## src/iosd_pkg.sv

```systemverilog
// Package for the I/O space decoder: map, opcodes and the core request struct
package iosd_pkg;
   // ----------------------------------------
   // Address map
   // ----------------------------------------
   localparam logic [7:0] IO_PORT_MAX   = 8'h3F;
   localparam logic [7:0] IO_DATA_OFS   = 8'h20;
   localparam logic [7:0] IO_BIT_MAX    = 8'h1F;
   localparam logic [7:0] IO_EXT_LO     = 8'h60;
   localparam logic [7:0] IO_EXT_HI     = 8'hFF;
   localparam logic [7:0] ADDR_SCRATCH0 = 8'h1E;
   localparam logic [7:0] ADDR_SCRATCH1 = 8'h19;
   localparam logic [7:0] ADDR_SCRATCH2 = 8'h1A;
   localparam logic [7:0] ADDR_SCRATCH3 = 8'h1B;
   localparam logic [7:0] SCRATCH_RST   = 8'h00;
   localparam int         NUM_SCRATCH   = 4;

   // ----------------------------------------
   // Core operations
   // ----------------------------------------
   typedef enum logic [2:0] {
      IOSD_OP_NONE,
      IOSD_OP_PORT_RD,
      IOSD_OP_PORT_WR,
      IOSD_OP_DATA_LD,
      IOSD_OP_DATA_WR,
      IOSD_OP_BIT_SET,
      IOSD_OP_BIT_CLR,
      IOSD_OP_BIT_TST
   } iosd_op_e;

   typedef struct packed {
      iosd_op_e   op;
      logic [7:0] addr;
      logic [2:0] bit_sel;
      logic [7:0] wdata;
   } iosd_req_s;
endpackage : iosd_pkg

```

## src/iosd_byte_reg.sv

```systemverilog
// One scratch byte with write strobe and per-bit enable
`timescale 1ns/1ps
`default_nettype none
module iosd_byte_reg
   import iosd_pkg::*;
#(
   parameter int W = 8
) (
   input  wire logic         i_clk,
   input  wire logic         i_rst,
   input  wire logic [W-1:0] i_wen,
   input  wire logic [W-1:0] i_wdata,
   output logic [W-1:0]      o_q
);
   logic [W-1:0] q_q;
   logic [W-1:0] q_d;

   assign q_d = (q_q & ~i_wen) | (i_wdata & i_wen);
   assign o_q = q_q;

   always_ff @(posedge i_clk) begin
      if (i_rst) begin
         q_q <= W'(SCRATCH_RST);
      end else begin
         q_q <= q_d;
      end
   end
endmodule : iosd_byte_reg
`default_nettype wire

```

## src/iosd_decoder.sv

```systemverilog
// I/O space decoder with bit access and scratch registers
//
// Functional notes
// - Port read/write reaches only I/O addresses 0x00 to 0x3F.
// - Data-space access at I/O address plus 0x20 hits that register.
// - Extended range 0x60-0xDF only via data load and memory write; 0xE0-0xFF unreachable.
// - Bit set/clear works at 0x00-0x1F only, ignored above.
// - Bit test returns selected bit of a low register for skipping.
// - Write-one-to-clear flags clear on one, unchanged on zero.
// - Bit set/clear strobes only the addressed bit.
`timescale 1ns/1ps
`default_nettype none
module iosd_decoder
   import iosd_pkg::*;
(
   input  wire logic      I_CLK,
   input  wire logic      I_RST,
   input  wire iosd_req_s I_REQ,
   input  wire logic [7:0] I_PERIPH_RDATA,
   input  wire logic      I_PERIPH_HIT,
   output logic [7:0]     O_RDATA,
   output logic           O_RVALID,
   output logic           O_BIT_VAL,
   output logic           O_BIT_VALID,
   output logic [7:0]     O_PERIPH_ADDR,
   output logic [7:0]     O_PERIPH_WEN,
   output logic [7:0]     O_PERIPH_WDATA,
   output logic           O_PERIPH_RD
);
   // ----------------------------------------
   // Address translation to I/O space
   // ----------------------------------------
   logic       is_port;
   logic       is_data;
   logic       is_bit;
   logic       is_wr;
   logic       is_rd;
   logic       addr_ok;
   logic [7:0] io_addr;

   assign is_port = (I_REQ.op == IOSD_OP_PORT_RD) || (I_REQ.op == IOSD_OP_PORT_WR);
   assign is_data = (I_REQ.op == IOSD_OP_DATA_LD) || (I_REQ.op == IOSD_OP_DATA_WR);
   assign is_bit  = (I_REQ.op == IOSD_OP_BIT_SET) || (I_REQ.op == IOSD_OP_BIT_CLR)
                  || (I_REQ.op == IOSD_OP_BIT_TST);
   // Data space: below the offset is the register file, not ours
   assign io_addr = is_data ? 8'(I_REQ.addr - IO_DATA_OFS) : I_REQ.addr;
   assign addr_ok = is_port ? (I_REQ.addr <= IO_PORT_MAX)
                  : is_bit ? (I_REQ.addr <= IO_BIT_MAX)
                  : is_data ? (I_REQ.addr >= IO_DATA_OFS)
                  : 1'b0;
   assign is_wr = addr_ok && ((I_REQ.op == IOSD_OP_PORT_WR) || (I_REQ.op == IOSD_OP_DATA_WR));
   assign is_rd = addr_ok && ((I_REQ.op == IOSD_OP_PORT_RD) || (I_REQ.op == IOSD_OP_DATA_LD));

   // ----------------------------------------
   // Write strobes and data
   // ----------------------------------------
   logic [7:0] bit_mask;
   logic       bit_wr;
   logic [7:0] wen;
   logic [7:0] wdata;

   assign bit_mask = 8'h01 << I_REQ.bit_sel;
   assign bit_wr   = addr_ok && ((I_REQ.op == IOSD_OP_BIT_SET) || (I_REQ.op == IOSD_OP_BIT_CLR));
   // Single-bit strobe keeps other W1C flags intact
   assign wen   = is_wr ? 8'hFF : (bit_wr ? bit_mask : 8'h00);
   assign wdata = is_wr ? I_REQ.wdata
                : ((I_REQ.op == IOSD_OP_BIT_SET) ? bit_mask : 8'h00);

   // ----------------------------------------
   // Scratch registers
   // ----------------------------------------
   localparam logic [7:0] SCR_ADDR [NUM_SCRATCH] =
      '{ADDR_SCRATCH0, ADDR_SCRATCH1, ADDR_SCRATCH2, ADDR_SCRATCH3};
   logic [7:0] scr_q   [NUM_SCRATCH];
   logic [NUM_SCRATCH-1:0] scr_hit;

   genvar g;
   generate
      for (g = 0; g < NUM_SCRATCH; g++) begin : g_scr
         assign scr_hit[g] = addr_ok && (io_addr == SCR_ADDR[g]);
         iosd_byte_reg #(.W(8)) u_reg (
            .i_clk   (I_CLK),
            .i_rst   (I_RST),
            .i_wen   (scr_hit[g] ? wen : 8'h00),
            .i_wdata (wdata),
            .o_q     (scr_q[g])
         );
      end
   endgenerate

   // ----------------------------------------
   // Read selection
   // ----------------------------------------
   logic [7:0] rd_sel;
   logic       any_scr;

   assign any_scr = |scr_hit;
   always_comb begin
      rd_sel = 8'h00;
      for (int i = 0; i < NUM_SCRATCH; i++) begin
         if (scr_hit[i]) begin
            rd_sel = scr_q[i];
         end
      end
      if (!any_scr && I_PERIPH_HIT) begin
         rd_sel = I_PERIPH_RDATA;
      end
   end

   logic       bit_tst;
   assign bit_tst = addr_ok && (I_REQ.op == IOSD_OP_BIT_TST);

   // ----------------------------------------
   // Registered outputs
   // ----------------------------------------
   logic [7:0] rdata_q;
   logic       rvalid_q;
   logic       bitv_q;
   logic       bitvalid_q;
   logic [7:0] paddr_q;
   logic [7:0] pwen_q;
   logic [7:0] pwdata_q;
   logic       prd_q;

   always_ff @(posedge I_CLK) begin
      if (I_RST) begin
         rdata_q    <= 8'h00;
         rvalid_q   <= 1'b0;
         bitv_q     <= 1'b0;
         bitvalid_q <= 1'b0;
         paddr_q    <= 8'h00;
         pwen_q     <= 8'h00;
         pwdata_q   <= 8'h00;
         prd_q      <= 1'b0;
      end else begin
         rdata_q    <= is_rd ? rd_sel : 8'h00;
         rvalid_q   <= is_rd;
         bitv_q     <= bit_tst & rd_sel[I_REQ.bit_sel];
         bitvalid_q <= bit_tst;
         paddr_q    <= addr_ok ? io_addr : 8'h00;
         pwen_q     <= any_scr ? 8'h00 : wen;
         pwdata_q   <= wdata;
         prd_q      <= (is_rd || bit_tst) && !any_scr && I_PERIPH_HIT;
      end
   end

   assign O_RDATA        = rdata_q;
   assign O_RVALID       = rvalid_q;
   assign O_BIT_VAL      = bitv_q;
   assign O_BIT_VALID    = bitvalid_q;
   assign O_PERIPH_ADDR  = paddr_q;
   assign O_PERIPH_WEN   = pwen_q;
   assign O_PERIPH_WDATA = pwdata_q;
   assign O_PERIPH_RD    = prd_q;

   // ----------------------------------------
   // Checks
   // ----------------------------------------
   a_bit_high_ignored: assert property (@(posedge I_CLK) disable iff (I_RST)
      ((I_REQ.op == IOSD_OP_BIT_SET || I_REQ.op == IOSD_OP_BIT_CLR) && I_REQ.addr > IO_BIT_MAX)
      |=> (O_PERIPH_WEN == 8'h00))
      else $error("bit op above low range produced a strobe");
   a_bit_one_strobe: assert property (@(posedge I_CLK) disable iff (I_RST)
      (bit_wr && !any_scr) |=> (O_PERIPH_WEN == (8'h01 << $past(I_REQ.bit_sel))))
      else $error("bit op strobed other than the addressed bit");
   a_port_range: assert property (@(posedge I_CLK) disable iff (I_RST)
      (is_port && I_REQ.addr > IO_PORT_MAX) |=> (!O_RVALID && O_PERIPH_WEN == 8'h00))
      else $error("port access beyond range took effect");
   a_scratch_hold: assert property (@(posedge I_CLK) disable iff (I_RST)
      (I_REQ.op == IOSD_OP_PORT_WR && I_REQ.addr == ADDR_SCRATCH2)
      ##1 (I_REQ.op == IOSD_OP_PORT_RD && I_REQ.addr == ADDR_SCRATCH2)
      |=> (O_RDATA == $past(I_REQ.wdata, 2)))
      else $error("scratch byte did not return written value");
   a_data_offset: assert property (@(posedge I_CLK) disable iff (I_RST)
      (I_REQ.op == IOSD_OP_DATA_LD && I_REQ.addr >= IO_DATA_OFS)
      |=> (O_PERIPH_ADDR == 8'($past(I_REQ.addr) - IO_DATA_OFS)))
      else $error("data address not shifted by offset");
   a_reserved_zero: assert property (@(posedge I_CLK) disable iff (I_RST)
      (is_rd && !any_scr && !I_PERIPH_HIT) |=> (O_RDATA == 8'h00 && !O_PERIPH_RD))
      else $error("unclaimed read returned nonzero");
   a_bit_test: assert property (@(posedge I_CLK) disable iff (I_RST)
      (I_REQ.op == IOSD_OP_BIT_TST && I_REQ.addr > IO_BIT_MAX) |=> !O_BIT_VALID)
      else $error("bit test answered above low range");
   a_clr_zero_data: assert property (@(posedge I_CLK) disable iff (I_RST)
      (bit_wr && I_REQ.op == IOSD_OP_BIT_CLR && !any_scr)
      |=> (O_PERIPH_WDATA == 8'h00 && $onehot(O_PERIPH_WEN)))
      else $error("bit clear wrote a one");
endmodule : iosd_decoder
`default_nettype wire

```

## config.mk

```make
export PLATFORM = sky130hd
export DESIGN_NAME = iosd_decoder
export DESIGN_NICKNAME = d
export VERILOG_FILES = /design/src/iosd_pkg.sv /design/src/iosd_byte_reg.sv /design/src/iosd_decoder.sv
export SDC_FILE = /design/constraint.sdc
export NUM_CORES = 1
export LEC_CHECK = 0
export BUFFER_PORTS_ARGS = -buffer_cell sky130_fd_sc_hd__buf_2
export CAP_MARGIN = 20
export CORE_ASPECT_RATIO = 1.1
export CORE_UTILIZATION = 49
export CTS_CLUSTER_DIAMETER = 120
export CTS_CLUSTER_SIZE = 20
export DETAILED_ROUTE_END_ITERATION = 8
export PLACE_DENSITY = 0.76
export SYNTH_ARGS = -nofsm -noshare
export SYNTH_HDL_FRONTEND = slang
export SYNTH_SLANG_ARGS = --single-unit
export TNS_END_PERCENT = 10
```

## constraint.sdc

```tcl
create_clock -name I_CLK -period 2 [get_ports I_CLK]
set_input_delay 0.5 -clock I_CLK [delete_from_list [all_inputs] [get_ports I_CLK]]
set_output_delay 0.5 -clock I_CLK [all_outputs]
set_load 0.01 [all_outputs]
```

==> flow_summary.yaml <==
yosys:
  synth_top_flop_cell: "dfxtp_1"
  synth_common_cells: "dfxtp_1 (68), nand2_1 (45), nand2b_1 (38), mux2i_1 (32), nor2b_1 (20)"
  synth_most_common_cell: "dfxtp_1"
  ys_seq_area_frac: 0.416
  synth_area_um2: 3270
  synth_top_area_cell: "dfxtp_1"
  ys_ff_latch: 68
  netlist.area_leader.share: 0.416
  synth_cell_types: 49
  synth_fp_nets: 399
  yosys_warnings: 0
  synth-async-reset-ratio: 0
  synthCells: 365
  synth_enable_flop_cells: 0
  synthTopCellsByArea: "dfxtp_1 (42%), mux2i_1 (9.8%), nand2b_1 (7.3%)"
  syn_avg_cell_area_um2: 8.96
clocking:
  clock-sinks: 68
  cts-root-buf: "clkbuf_8"
  cts_tree: "built"
  cts_htree_levels: 3
  clkTransAtPathRegs_ns: 0.07
  insertion_delay_ns: 0.35
  numCtsBuffers: 9
  clockBufferDepth: 2
sta:
  fin_skew_ns: 0.0108
  holdWs_ns: 0.474
  setup_viol: 0
  worst_slew_pin_slew_ns: 0.546
  grt_setup_unrepaired: "true"
  slew_headroom: 0.633
  hold_violations: 0
  fin_crit_sh: 0.990
  layout_min_cycle_time_ns: 1.98
  slew_violations: 0
  max_freq_ghz: 0.505
route:
  drt_iter0_markers: 218
  drcViolationCount: 0
  postRouteWirelength_mm: 8.89
  drt.antenna.violating_nets: 0
  viasPerCell: 5.51
  num_vias: 3114
  wire_per_inst_um: 15.7
  drt_pass1_iterations: 5
pwr:
  p_leak_nw: 2.06
  power.density_nw_per_um2: 684
  ir_drop_v: 0.000498
  finalPower_mw: 3.00
grt:
  overflow: 0
  grt_usage: 0.262
  antenna_found_initial: 0
  grt_pass1_vias: 2936
  grt_pass1_wl_mm: 13.8
  grt_max_degree: 42
die:
  num_rows: 30
  io_pins: 69
  die_x_um: 79.9
  die_h_um: 87.7
  fp.coreArea_um2: 6310
  start_util: 0.519
  die_area_um2: 7010
min_path:
  whs_path_depth: 2
  hold_path_class: "register to register"
worst_setup_path:
  path_class: "primary input to register"
  r2r-end: "O_BIT_VAL"
  path_max_fanout: 5
  crit_required_ns: 2.23
  critPathCaptureType: "register"
  worstPathArrival_ns: 2.21
  reg2reg_depth: 6
  cp-start-kind: "primary input"
  rrSetupSlack_ns: 0.46
place:
  portBuffers: 68
  dpl.cell_count: 545
  gp_congestion: 0.858
  hpwl_mm: 6.37
final_layout:
  finalCoreUtilization: 0.694
  area_growth_pct: 33.9
  stdcell_count: 565
  n_antenna_cell: 0
  drive_gt1_frac: 0.367
  layout.nets: 515
run:
  drv_cap: 0
status:
  status: "completed"
## per-layer routing
metal / track usage / share of wire / up-vias
met3: 0.0510 / 0.064 / 31
met1: 0.304 / 0.40 / 1472
met2: 0.461 / 0.50 / 138
met4: 0.130 / 0.033 / 0
met5: 0 / 0 / -
li1: - / - / 1473
## cell type report
class | count | area [um^2]
fill | 505 | 1930
multi-input combinational | 262 | 1860
sequential | 68 | 1360
timing repair buffer | 122 | 773
clock buffer | 9 | 124
tap | 80 | 100
clock inverter | 6 | 88.8
inverter | 18 | 67.6
## cell families after synthesis
group,Yosys count,share of synthesized area
buffers and inverters,36,0.0463
and+or+nand+nor,161,0.285
DFF,68,0.416
xor gates and xnor gates,4,0.0107
adders and majority gates,1,0.00382
muxes,34,0.105
AOI/OAI and AO/OA,61,0.133
## repair_timing
item / 4_1_cts / 5_1_grt
cloned: 1 / 0
gates resized for setup: 3 / 20
hold buffers: 0 / 0
pin swaps: 4 / 9
setup buffers: 0 / 4
setup endpoints to repair: 1 / 12
## worst max-delay path by stage
stage              start        end  slack, ns  cells after the start
2_1_floorplan  I_REQ[20]  O_BIT_VAL      -0.07                      8
3_3_place_gp   I_REQ[16]  O_BIT_VAL      -0.32                      8
3_5_place_dp   I_REQ[16]  O_BIT_VAL      -0.36                     10
4_1_cts        I_REQ[16]   register       0.01                     11
5_1_grt        I_REQ[17]  O_BIT_VAL      -0.03                     10
6_report       I_REQ[18]  O_BIT_VAL       0.02                      9
## worst max-delay path, stage by stage
cell,delay [ns]
buf_2,0.11
or3_4,0.40
nor3_4,0.24
buf_6,0.15
o21ba_4,0.18
nor2_1,0.08
o32ai_2,0.30
a211oi_2,0.06
a31o_1,0.20
## stage by stage
step	setup WS, ns	area, um^2	TNS (ns)
after detailed placement	-0.358	4020	-8.96
after CTS	0.0133	4260	0
after global routing	-0.0291	4380	-0.0658
final	0.0210	4380	0
after floorplan	-0.0702	3270	-0.0702
after global placement	-0.322	4020	-6.97
## power by group
part | internal [mW] | total [mW] | switching (mW)
registers | 1.38 | 1.38 | 0.00432
clock network | 0.697 | 1.23 | 0.533
logic | 0.179 | 0.387 | 0.208
## layout by cell type, fill, tap and decap left out, types with 4 or more instances in the layout
| cell type | Yosys | final |
|---|---|---|
| and2_1 | 10 | 10 |
| nand2_1 | 45 | 45 |
| mux2i_1 | 32 | 32 |
| nor3_1 | 7 | 5 |
| buf_2 | 7 | 68 |
| clkbuf_8 | 0 | 9 |
| buf_4 | 0 | 49 |
| a211oi_1 | 8 | 6 |
| nor2_1 | 13 | 12 |
| or2_2 | 10 | 10 |
| nand2b_1 | 38 | 38 |
| inv_1 | 18 | 17 |
| nor2b_1 | 20 | 20 |
| nor3_2 | 2 | 4 |
| buf_6 | 1 | 4 |
| dfxtp_1 | 68 | 68 |
| a22oi_1 | 15 | 15 |
| o21ai_0 | 12 | 11 |
(Power assumes the default switching activity.)
